### config.mk
export PLATFORM = sky130hd
export DESIGN_NAME = ssp_core
export DESIGN_NICKNAME = d
export VERILOG_FILES = /design/src/shared/ssp_pkg.sv /design/src/hw/ssp_core.sv
export VERILOG_INCLUDE_DIRS = /design/src /design/src/shared
export SDC_FILE = /design/constraint.sdc
export NUM_CORES = 1
export LEC_CHECK = 0
export BUFFER_PORTS_ARGS = -buffer_cell sky130_fd_sc_hd__buf_2
export CORE_ASPECT_RATIO = 1.25
export CORE_MARGIN = 8
export CORE_UTILIZATION = 45
export CTS_CLUSTER_DIAMETER = 80
export DETAILED_ROUTE_END_ITERATION = 6
export GPL_ROUTABILITY_DRIVEN = 0
export GPL_TIMING_DRIVEN = 0
export PLACE_DENSITY = 0.66
export SETUP_SLACK_MARGIN = 0.02
export SLEW_MARGIN = 40
export SYNTH_ARGS = -nofsm -noshare
export SYNTH_HDL_FRONTEND = slang
export SYNTH_SLANG_ARGS = --single-unit
### constraint.sdc
create_clock -name clock -period 4 [get_ports clock]
set_input_delay 0.2 -clock clock [delete_from_list [all_inputs] [get_ports clock]]
set_output_delay 0.2 -clock clock [all_outputs]
set_load 0.02 [all_outputs]
### src/shared/ssp_cfg.svh
// register offsets, field positions, reset values and width constants for the serial port
// assumes inclusion by the design file only
`ifndef SSP_CFG_SVH
`define SSP_CFG_SVH
// register indices; the apb byte address is four times the index (one word each)
`define SSP_IDX_TX_HOLD      16'hF480
`define SSP_IDX_RX_HOLD      16'hF482
`define SSP_IDX_MAIN_CTRL    16'hF486
`define SSP_IDX_MODE_CTRL    16'hF488
`define SSP_IDX_BAUD_CTRL    16'hF48A
`define SSP_IDX_SYS_CFG      16'hF48C
`define SSP_ADDR_W           20
// mode control fields
`define SSP_MODE_RXM         0
`define SSP_MODE_TXM         1
`define SSP_MODE_AUTO        2
`define SSP_MODE_RST         8'h00
// main control fields
`define SSP_MAIN_REN         0
`define SSP_MAIN_RIE         1
`define SSP_MAIN_RBF         2
`define SSP_MAIN_ROE         3
`define SSP_MAIN_TEN         4
`define SSP_MAIN_TIE         5
`define SSP_MAIN_TBE         6
`define SSP_MAIN_TUE         7
`define SSP_MAIN_RST         8'hC0
// baud control: bit 7 enable, 6..0 reload
`define SSP_BAUD_EN          7
`define SSP_BAUD_RST         8'h00
// system config: bit 0 tx data pin select, 1 rx clock pin select, 2 irq mux
`define SSP_SYS_TXPIN        0
`define SSP_SYS_RXCLKPIN     1
`define SSP_SYS_IRQMUX       2
`define SSP_SYS_RST          8'h00
`define SSP_WORD_TOP         4'hF
`define SSP_ZERO16           16'h0000
`endif

### src/shared/ssp_pkg.sv
// types shared by the serial port design
// assumes the cfg header is on the include path
package ssp_pkg;
  typedef struct packed {
    logic tx_clk_out;
    logic tx_clk_oe_n;
    logic rx_clk_out;
    logic rx_clk_oe_n;
    logic tx_data;
    logic tx_data_sel;
  } ssp_pins_type;
  typedef enum logic [1:0] {
    SSP_TX_IDLE  = 2'b00,
    SSP_TX_SHIFT = 2'b01,
    SSP_TX_HELD  = 2'b11
  } ssp_tx_state_type;
endpackage

### src/hw/ssp_core.sv
// synchronous serial port: apb slave, baud generator, 16-bit tx and rx shifters
// assumes pins arrive asynchronous to clock and are synchronised here
`timescale 1ns/1ps
`include "ssp_cfg.svh"
module ssp_core
  import ssp_pkg::*;
(
  // clock and reset
  input  wire logic        clock,
  input  wire logic        sys_rst,
  // apb slave
  input  wire logic                   psel,
  input  wire logic                   penable,
  input  wire logic                   pwrite,
  input  wire logic [`SSP_ADDR_W-1:0] paddr,
  input  wire logic [31:0]            pwdata,
  output logic      [31:0]            prdata,
  output logic                        pready,
  output logic                        pslverr,
  // serial pins
  input  wire logic        tx_clock_pin,
  input  wire logic        rx_clock_pin,
  input  wire logic        rx_data_pin,
  output ssp_pins_type     pins,
  // system requests
  output logic             serial_irq_request,
  output logic             tx_dma_request,
  output logic             rx_dma_request
);
  // ----------------------------------------
  // registers
  // ----------------------------------------
  logic [7:0]  serial_mode_control_reg;
  logic [7:0]  main_ctrl_reg;
  logic [7:0]  baud_ctrl_reg;
  logic [7:0]  sys_cfg_reg;
  logic [15:0] serial_tx_holding_word_reg;
  logic [15:0] serial_rx_holding_word_reg;
  logic [15:0] tx_shift_reg;
  logic [15:0] rx_shift_reg;
  logic [3:0]  tx_count_reg;
  logic [3:0]  rx_count_reg;
  logic [6:0]  baud_count_reg;
  logic        baud_clk_reg;
  logic        tbe_reg;
  logic        rbf_reg;
  logic        tue_reg;
  logic        roe_reg;
  logic        tx_data_reg;
  logic [1:0]  txc_sync_reg;
  logic [1:0]  rxc_sync_reg;
  logic [1:0]  rxd_sync_reg;
  logic        txc_last_reg;
  logic        rxc_last_reg;
  ssp_tx_state_type tx_state_reg;

  function automatic logic addr_hit(input logic [`SSP_ADDR_W-1:0] a, input logic [15:0] idx);
    addr_hit = (a == {{(`SSP_ADDR_W-18){1'b0}}, idx, 2'b00});
  endfunction

  // ----------------------------------------
  // apb access
  // ----------------------------------------
  logic acc;
  logic wr;
  logic rd;
  logic mapped;
  logic tx_master;
  logic rx_master;
  logic auto_tx;
  logic transmitter_enable;
  assign acc       = psel && penable;
  assign wr        = acc && pwrite;
  assign rd        = acc && !pwrite;
  assign pready    = 1'b1;
  assign tx_master = serial_mode_control_reg[`SSP_MODE_TXM];
  assign rx_master = serial_mode_control_reg[`SSP_MODE_RXM];
  assign auto_tx   = serial_mode_control_reg[`SSP_MODE_AUTO];
  assign transmitter_enable       = main_ctrl_reg[`SSP_MAIN_TEN];
  assign mapped    = addr_hit(paddr, `SSP_IDX_TX_HOLD) || addr_hit(paddr, `SSP_IDX_RX_HOLD)
                  || addr_hit(paddr, `SSP_IDX_MAIN_CTRL) || addr_hit(paddr, `SSP_IDX_MODE_CTRL)
                  || addr_hit(paddr, `SSP_IDX_BAUD_CTRL) || addr_hit(paddr, `SSP_IDX_SYS_CFG);
  assign pslverr   = acc && !mapped;

  logic [7:0] main_view;
  assign main_view = {tue_reg, tbe_reg, main_ctrl_reg[5:4], roe_reg, rbf_reg, main_ctrl_reg[1:0]};

  always_ff @(posedge clock) begin
    if (sys_rst) begin
      prdata <= 32'h0000_0000;
    end else if (psel && !penable && !pwrite) begin
      prdata <= 32'h0000_0000;
      if (addr_hit(paddr, `SSP_IDX_TX_HOLD))   prdata[15:0] <= serial_tx_holding_word_reg;
      if (addr_hit(paddr, `SSP_IDX_RX_HOLD))   prdata[15:0] <= serial_rx_holding_word_reg;
      if (addr_hit(paddr, `SSP_IDX_MAIN_CTRL)) prdata[7:0]  <= main_view;
      if (addr_hit(paddr, `SSP_IDX_MODE_CTRL)) prdata[7:0]  <= serial_mode_control_reg;
      if (addr_hit(paddr, `SSP_IDX_BAUD_CTRL)) prdata[7:0]  <= baud_ctrl_reg;
      if (addr_hit(paddr, `SSP_IDX_SYS_CFG))   prdata[7:0]  <= sys_cfg_reg;
    end
  end

  always_ff @(posedge clock) begin
    if (sys_rst) begin
      serial_mode_control_reg <= `SSP_MODE_RST;
      main_ctrl_reg           <= `SSP_MAIN_RST;
      baud_ctrl_reg           <= `SSP_BAUD_RST;
      sys_cfg_reg             <= `SSP_SYS_RST;
      serial_tx_holding_word_reg <= `SSP_ZERO16;
    end else if (wr) begin
      if (addr_hit(paddr, `SSP_IDX_MODE_CTRL)) serial_mode_control_reg <= {5'h00, pwdata[2:0]};
      if (addr_hit(paddr, `SSP_IDX_MAIN_CTRL)) main_ctrl_reg           <= pwdata[7:0];
      if (addr_hit(paddr, `SSP_IDX_BAUD_CTRL)) baud_ctrl_reg           <= pwdata[7:0];
      if (addr_hit(paddr, `SSP_IDX_SYS_CFG))   sys_cfg_reg             <= {5'h00, pwdata[2:0]};
      if (addr_hit(paddr, `SSP_IDX_TX_HOLD))   serial_tx_holding_word_reg <= pwdata[15:0];
    end
  end

  // ----------------------------------------
  // baud generator and pin synchronisers
  // ----------------------------------------
  always_ff @(posedge clock) begin
    if (sys_rst || !baud_ctrl_reg[`SSP_BAUD_EN]) begin
      baud_count_reg <= 7'h00;
      baud_clk_reg   <= 1'b0;
    end else if (baud_count_reg == 7'h00) begin
      baud_count_reg <= baud_ctrl_reg[6:0];
      baud_clk_reg   <= !baud_clk_reg;
    end else begin
      baud_count_reg <= baud_count_reg - 7'h01;
    end
  end

  // rx data and tx clock pins are plain inputs with no select
  always_ff @(posedge clock) begin
    if (sys_rst) begin
      txc_sync_reg <= 2'b00;
      rxc_sync_reg <= 2'b00;
      rxd_sync_reg <= 2'b00;
      txc_last_reg <= 1'b0;
      rxc_last_reg <= 1'b0;
    end else begin
      txc_sync_reg <= {txc_sync_reg[0], tx_clock_pin};
      rxc_sync_reg <= {rxc_sync_reg[0], rx_clock_pin};
      rxd_sync_reg <= {rxd_sync_reg[0], rx_data_pin};
      txc_last_reg <= tx_master ? baud_clk_reg : txc_sync_reg[1];
      rxc_last_reg <= rx_master ? baud_clk_reg : rxc_sync_reg[1];
    end
  end

  logic txc_now;
  logic rxc_now;
  logic tx_fall;
  logic rx_rise;
  assign txc_now = tx_master ? baud_clk_reg : txc_sync_reg[1];
  assign rxc_now = rx_master ? baud_clk_reg : rxc_sync_reg[1];
  assign tx_fall = txc_last_reg && !txc_now;
  assign rx_rise = !rxc_last_reg && rxc_now;

  // ----------------------------------------
  // transmitter
  // ----------------------------------------
  logic tx_go;
  logic tx_load;
  logic tx_last_bit;
  logic hold_write;
  assign tx_go       = (tx_master && auto_tx) ? 1'b1 : transmitter_enable;
  assign hold_write  = wr && addr_hit(paddr, `SSP_IDX_TX_HOLD);
  assign tx_last_bit = tx_state_reg == SSP_TX_SHIFT && tx_fall && tx_count_reg == 4'h0;
  // load only when idle or the previous word just finished
  assign tx_load     = !tbe_reg && (tx_state_reg == SSP_TX_IDLE || tx_last_bit);

  always_ff @(posedge clock) begin
    if (sys_rst) begin
      tx_state_reg <= SSP_TX_IDLE;
      tx_shift_reg <= `SSP_ZERO16;
      tx_count_reg <= 4'h0;
      tx_data_reg  <= 1'b0;
    end else begin
      if (tx_load) begin
        tx_shift_reg <= serial_tx_holding_word_reg;
        tx_count_reg <= `SSP_WORD_TOP;
        tx_state_reg <= tx_go ? SSP_TX_SHIFT : SSP_TX_HELD;
      end else if (tx_last_bit) begin
        tx_state_reg <= SSP_TX_IDLE; // auto mode stops here
      end else if (tx_state_reg == SSP_TX_HELD && tx_go) begin
        tx_state_reg <= SSP_TX_SHIFT;
      end
      // the last bit still leaves when the next word loads on the same edge
      if (tx_state_reg == SSP_TX_SHIFT && tx_fall) begin
        tx_data_reg  <= tx_shift_reg[15]; // msb first, on falling edge
      end
      if (tx_state_reg == SSP_TX_SHIFT && tx_fall && !tx_load) begin
        tx_shift_reg <= {tx_shift_reg[14:0], 1'b0};
        tx_count_reg <= tx_count_reg - 4'h1;
      end
    end
  end

  // set wins over a same-cycle clear
  always_ff @(posedge clock) begin
    if (sys_rst) begin
      tbe_reg <= 1'b1;
      tue_reg <= 1'b1;
    end else begin
      if (tx_load)         tbe_reg <= 1'b1;
      else if (hold_write) tbe_reg <= 1'b0;
      if (tx_last_bit && tbe_reg && transmitter_enable && !auto_tx) tue_reg <= 1'b1;
      else if (wr && addr_hit(paddr, `SSP_IDX_MAIN_CTRL) && !pwdata[`SSP_MAIN_TUE])
        tue_reg <= 1'b0;
    end
  end

  // ----------------------------------------
  // receiver
  // ----------------------------------------
  logic rx_done;
  logic rbuf_read;
  assign rx_done   = main_ctrl_reg[`SSP_MAIN_REN] && rx_rise && rx_count_reg == 4'h0;
  assign rbuf_read = rd && addr_hit(paddr, `SSP_IDX_RX_HOLD);

  always_ff @(posedge clock) begin
    if (sys_rst || !main_ctrl_reg[`SSP_MAIN_REN]) begin
      rx_shift_reg <= `SSP_ZERO16;
      rx_count_reg <= `SSP_WORD_TOP;
    end else if (rx_rise) begin
      rx_shift_reg <= {rx_shift_reg[14:0], rxd_sync_reg[1]};
      rx_count_reg <= rx_count_reg - 4'h1;
    end
  end

  always_ff @(posedge clock) begin
    if (sys_rst) begin
      serial_rx_holding_word_reg <= `SSP_ZERO16;
      rbf_reg <= 1'b0;
      roe_reg <= 1'b0;
    end else begin
      if (rx_done) serial_rx_holding_word_reg <= {rx_shift_reg[14:0], rxd_sync_reg[1]};
      if (rx_done)        rbf_reg <= 1'b1;
      else if (rbuf_read) rbf_reg <= 1'b0;
      if (rx_done && rbf_reg) roe_reg <= 1'b1;
      else if (wr && addr_hit(paddr, `SSP_IDX_MAIN_CTRL) && !pwdata[`SSP_MAIN_ROE])
        roe_reg <= 1'b0;
    end
  end

  // ----------------------------------------
  // pins and requests
  // ----------------------------------------
  logic irq_raw;
  assign irq_raw = (tbe_reg && main_ctrl_reg[`SSP_MAIN_TIE])
                || (rbf_reg && main_ctrl_reg[`SSP_MAIN_RIE]);

  always_ff @(posedge clock) begin
    if (sys_rst) begin
      pins <= '{tx_clk_out: 1'b0, tx_clk_oe_n: 1'b1, rx_clk_out: 1'b0, rx_clk_oe_n: 1'b1,
                tx_data: 1'b0, tx_data_sel: 1'b0};
      serial_irq_request <= 1'b0;
      tx_dma_request     <= 1'b0;
      rx_dma_request     <= 1'b0;
    end else begin
      pins.tx_clk_out  <= baud_clk_reg;
      pins.tx_clk_oe_n <= !tx_master;
      pins.rx_clk_out  <= baud_clk_reg;
      pins.rx_clk_oe_n <= !(rx_master && !sys_cfg_reg[`SSP_SYS_RXCLKPIN]);
      pins.tx_data     <= tx_data_reg;
      pins.tx_data_sel <= !sys_cfg_reg[`SSP_SYS_TXPIN];
      serial_irq_request <= irq_raw && !sys_cfg_reg[`SSP_SYS_IRQMUX];
      tx_dma_request     <= tbe_reg;
      rx_dma_request     <= rbf_reg;
    end
  end
endmodule

; Yosys cells after proc, flatten, opt, wreduce, memory -nomap -nowiden
; Cells that the tools add are included.
[word_totals]
ff_bits = 138
inputBits = 60
output_inout_bits = 43
word_cells = 138
[op_classes]
addsub = 3
eq_ne = 8
muxes = 22
reduce_logical = 72
[ops]
columns = op, n
row1 = $eq A20 B18 Y1 const B, 6
row2 = $mux W16, 4
row3 = $mux W8, 4
row4 = $logic_and A1 B1 Y1, 29
row5 = $logic_not A1 Y1, 18
row6 = $reduce_and A2 Y1, 5
row7 = $logic_or A1 B1 Y1, 9
row8 = $logic_not A4 Y1, 2
row9 = $mux W2, 4
row10 = $mux W4, 2
row11 = $sub A4 B1 Y4 const B, 2
row12 = $logic_not A7 Y1, 1
row13 = $mux W1, 7
row14 = $mux W7, 1
row15 = $sub A7 B1 Y7 const B, 1
row16 = $reduce_bool A2 Y1, 3
row17 = $reduce_or A2 Y1, 3
row18 = $reduce_bool A3 Y1, 1
row19 = $eq A2 B1 Y1 const B, 1
row20 = $eq A2 B2 Y1 const B, 1
row21 = $logic_not A2 Y1, 1

; Depth between registers and ports, before layout
[logic_depth]
ltp_word = 10
depth_mapped = 8
depth_no_buf = 6

; Worst setup path after synthesis
; OpenSTA, ideal clock, no wires.
[synth_timing]
path_type = register -> register
start = register baud_count_reg[0]
end = register baud_count_reg[0]
setup_ps = 86
arrival_ps = 1664
required_time_ps = 3914
setup_slack_ps = 2251
stages_incl_launch_ff = 7
n_path_buf = 1
period_less_slack_ps = 1749
path_cell_list = dfxtp_1 inv_1 ha_1 or3b_1 or4_1 buf_2 a211oi_1
[synth_between]
elab_chain_len = 2
word_cells_on_any_way = 3
cone_classes = add/sub: 1 / mux: 1 / reduce/logical: 1
[synth_rtl]
columns = item, line_no
row1 = start: declaration, ssp_core.sv:43  ; logic [6:0] baud_count_reg;
row2 = start signal: assignment, ssp_core.sv:126  ; baud_count_reg <= baud_ctrl_reg[6:0];
row3 = start signal: assignment, ssp_core.sv:129  ; baud_count_reg <= baud_count_reg - 7'h01;
row4 = $sub A7 B1 Y7 or $logic_not A7 Y1 (tied branches), "ssp_core.sv:129, ssp_core.sv:125"
row5 = $mux W7 *, ssp_core.sv:125  ; end else if (baud_count_reg == 7'h00) begin
; Mark *: on every way between the ends. The rest lies on a longest branch, timed or not.
; A chain may end at the register's enable or synchronous reset.

; Worst setup path in the final report
[layout_timing]
start = register serial_mode_control_reg[1]
end = register tx_shift_reg[10]
[layout_between]
elab_chain_len = 10
word_cells_on_any_way = 11
cone_classes = mux: 2 / reduce/logical: 9
[layout_rtl]
columns = item, line_no
row1 = start: declaration, ssp_core.sv:33  ; logic [7:0] serial_mode_control_reg;
row2 = start signal: assignment, ssp_core.sv:104  ; serial_mode_control_reg <= `SSP_MODE_RST;
row3 = start signal: assignment, ssp_core.sv:110  ; if (addr_hit(paddr, `SSP_IDX_MODE_CTRL)) serial_mode_control_reg <= {5'h00, pwdata[2:0]};
row4 = $mux W1 *, ssp_core.sv:154  ; assign txc_now = tx_master ? baud_clk_reg : txc_sync_reg[1];
row5 = $logic_not A1 Y1 *, ssp_core.sv:156  ; assign tx_fall = txc_last_reg && !txc_now;
row6 = $logic_and A1 B1 Y1 *, ssp_core.sv:156
row7 = $logic_and A1 B1 Y1 *, "ssp_core.sv:168, ssp_core.sv:192"
row8 = $logic_and A1 B1 Y1, ssp_core.sv:168  ; assign tx_last_bit = tx_state_reg == SSP_TX_SHIFT && tx_fall && tx_count_reg == 4'h0;
row9 = $logic_or A1 B1 Y1, ssp_core.sv:170  ; assign tx_load = !tbe_reg && (tx_state_reg == SSP_TX_IDLE || tx_last_bit);
row10 = $logic_and A1 B1 Y1, ssp_core.sv:170
row11 = $logic_not A1 Y1, ssp_core.sv:192  ; if (tx_state_reg == SSP_TX_SHIFT && tx_fall && !tx_load) begin
row12 = $logic_and A1 B1 Y1, ssp_core.sv:192
row13 = $mux W16 or $reduce_bool A2 Y1 (tied branches), --
row14 = end signal: assignment, ssp_core.sv:175  ; tx_shift_reg <= `SSP_ZERO16;
row15 = end signal: assignment, ssp_core.sv:180  ; tx_shift_reg <= serial_tx_holding_word_reg;
row16 = end signal: assignment, ssp_core.sv:193  ; tx_shift_reg <= {tx_shift_reg[14:0], 1'b0};
row17 = end: declaration, ssp_core.sv:39  ; logic [15:0] tx_shift_reg;
; Marks and branches as above.

==> results.json <==
{
  "reg2regPathDepth": 5,
  "area_growth_pct": 21.24,
  "ios": 103,
  "worstPathMaxFanout": 10,
  "core.rowCount": 47,
  "synth_flop_cell": "dfxtp_1",
  "worst_pin_slew_ns": 0.8066,
  "grt_first_pass_wirelength_mm": 26.66,
  "synth_seq_cells": 136,
  "async_flop_share": 0,
  "final-instance-count-excl-fill": 980,
  "required_ns": 4.27,
  "cts_root_buffer": "clkbuf_16",
  "grt_max_degree": 17,
  "clock_latency_ns": 0.42,
  "final_util": 0.5505,
  "viasPerCell": 5.471,
  "setup_tns_ns": 0,
  "arrival_ns": 2.46,
  "synth-edff-count": 0,
  "fin_area_sq_um": 7219,
  "drt_first_iter_violations": 372,
  "start_kind": "register",
  "clock_path_buffers": 2,
  "post_cts_buffers": 0,
  "dr.pass1.iters": 5,
  "power.total_mw": 3.169,
  "routed_wl_mm": 16.53,
  "portBuffers": 68,
  "hold_path_depth": 2,
  "grt_pass1_vias": 5381,
  "setup_viol": 0,
  "min_from": "rx_clock_pin",
  "p_per_area_nw_per_um2": 438.9,
  "antenna_found_initial": 0,
  "fill_cells": 1202,
  "dpl.hpwl_mm": 12.57,
  "cts_max_level": 4,
  "numClockSinks": 136,
  "r2r_slack_ns": 1.81,
  "end_kind": "register",
  "wl_per_cell_um": 16.87,
  "ant_nets": 0,
  "ir_worst_vdd_mv": 0.2241,
  "hold_viol_final": 0,
  "drcViolationCount": 0,
  "slew_viol_final": 0,
  "syn_area_sq_um": 5954,
  "synth_area_per_cell_sq_um": 8.605,
  "maxCapViolations": 0,
  "drive_above_1_share": 0.1731,
  "insertedDiodeCount": 0,
  "path_clk_slew_ns": 0.06,
  "chipWidth_um": 118.9,
  "skew_ns": 0.007975,
  "gr-usage-all-layers": 0.1955,
  "grt-ovfl-total": 0,
  "status": "completed",
  "syn_inst": 692,
  "synthDistinctLibCells": 59,
  "synth-seq-area-share": 0.4572,
  "placed_cell_area_sq_um": 6565,
  "rsz0062_at_grt": "false",
  "reg2reg_from": "serial_mode_control_reg[1]",
  "die-area_sq_um": 17190,
  "fmax_mhz": 457.3,
  "post-route-min-period_ns": 2.187,
  "min_period_over_period": 0.5467,
  "hold_class": "input port to register",
  "worstHoldEndpoint": "rxc_sync_reg[0]",
  "fin_nets": 861,
  "crit_type": "register to register",
  "p_leak_nw": 2.820,
  "r2r-end": "tx_shift_reg[10]",
  "core_area_sq_um": 13110,
  "cts_buffers": 17,
  "slew_headroom": 0.4611,
  "yosys_warnings": 0,
  "routed-via-count": 5362,
  "place_inst": 946,
  "start_util": 0.4541,
  "cts_tree": "yes",
  "die_h_um": 144.6
}
-- report_power, final --
part | internal, mW | switching, mW
clock network | 1.05 | 0.609
logic | 0.0513 | 0.0987
registers | 1.36 | 0.00136
-- worst max-delay path: stages, from the launching register on --
cell and delay (ns):
dfxtp_1 0.47, mux2i_1 0.62, nand3_1 0.35, clkbuf_1 0.31
a21oi_1 0.22, a311oi_1 0.07
-- repair_timing --
action | 4_1_cts | 5_1_grt
hold buffers | 2 | 0
resized for setup | 0 | 0
hold endpoints to repair | 2 | 0
-- layout make-up --
| cell class | count | area (sq um) | share of cell area |
|---|---|---|---|
| buffer | 65 | 342.8 | 0.04749 |
| clock buffer | 18 | 429.2 | 0.05945 |
| clock inverter | 14 | 198.9 | 0.02756 |
| inverter | 13 | 48.80 | 0.006759 |
| multi-input combinational | 493 | 2903 | 0.4021 |
| sequential | 136 | 2723 | 0.3771 |
| tap | 171 | 214.0 | 0.02964 |
| timing repair buffer | 70 | 360.3 | 0.04991 |
-- cell usage after synthesis (12+ instances only) --
cell	n	area, sq um
nand3_1	28	140.1
o21ai_0	44	220.2
buf_4	20	150.1
mux2i_1	40	400.4
a21oi_1	77	385.4
nor2_1	40	150.1
inv_1	12	45.04
a311oi_1	15	131.4
buf_2	12	60.06
dfxtp_1	136	2723
clkbuf_1	25	93.84
nor2b_1	12	75.07
nand2_1	99	371.6
-- routing by layer --
metal	GRT usage	wire length, um	vias to the layer above
met2	0.3495	8370	176
met3	0.04102	836	49
met4	0.1087	640	0
met5	0	0	-
met1	0.2125	6685	2510
li1	-	-	2627
-- how the worst max path moves through the flow --
stage | startpoint | end | slack [ns] | depth (start not counted)
2_1_floorplan | baud_count_reg[0] | baud_count_reg[0] | 2.25 | 6
3_3_place_gp | serial_mode_control_reg[1] | tx_shift_reg[5] | 1.88 | 5
3_5_place_dp | serial_mode_control_reg[1] | tx_shift_reg[10] | 1.87 | 5
4_1_cts | serial_mode_control_reg[1] | tx_shift_reg[10] | 1.84 | 5
5_1_grt | serial_mode_control_reg[1] | tx_shift_reg[10] | 1.65 | 5
6_report | serial_mode_control_reg[1] | tx_shift_reg[10] | 1.81 | 5
-- metrics by stage --
stage	setup WS, ns	hold WS, ns
after global placement	1.885	0.4135
final	1.813	0.01608
after detailed placement	1.873	0.4178
after floorplan	2.251	0.3282
after global routing	1.650	0.03196
after CTS	1.844	0.02366
-- cell usage in the layout, fill, tap and decap left out, types with 3 or more instances in the layout --
master / Yosys / final
o21ai_0: 44 / 44
xor2_1: 4 / 4
and3b_1: 3 / 3
buf_2: 12 / 80
or3_1: 4 / 4
and4_1: 3 / 3
a2bb2oi_1: 3 / 3
conb_1: 2 / 17
and3_1: 5 / 5
a311oi_1: 15 / 15
mux2i_1: 40 / 40
ha_1: 5 / 5
nor3b_1: 8 / 8
buf_1: 6 / 6
nand3_1: 28 / 28
xnor2_1: 7 / 7
nor2_1: 40 / 40
nor2b_1: 12 / 12
dfxtp_1: 136 / 136
a211oi_1: 6 / 6
nand2b_1: 6 / 6
inv_1: 12 / 12
nor3_1: 5 / 5
nor4_1: 4 / 4
a21oi_1: 77 / 77
bufinv_16: 0 / 4
clkbuf_1: 25 / 26
clkinv_2: 0 / 3
o31ai_1: 9 / 9
buf_4: 20 / 20
clkbuf_16: 0 / 17
nand2_1: 99 / 99
clkinv_4: 0 / 5
a31oi_1: 7 / 7
nand4_1: 10 / 10
nand3b_1: 3 / 3
-- logic make-up (layout without fill, tap and decap cells) --
| family | count (synthesis) | count (layout) | synth area share |
|---|---|---|---|
| simple gates | 249 | 249 | 0.2141 |
| compound gates | 171 | 171 | 0.1677 |
| flops | 136 | 136 | 0.4572 |
| buf+inv | 78 | 180 | 0.06577 |
| mux | 40 | 40 | 0.06724 |
| xor+xnor | 11 | 11 | 0.01618 |
| fa+ha+maj | 5 | 5 | 0.01051 |
| other cells | 2 | 17 | 0.001261 |
Power figures use the tool's default switching activity.
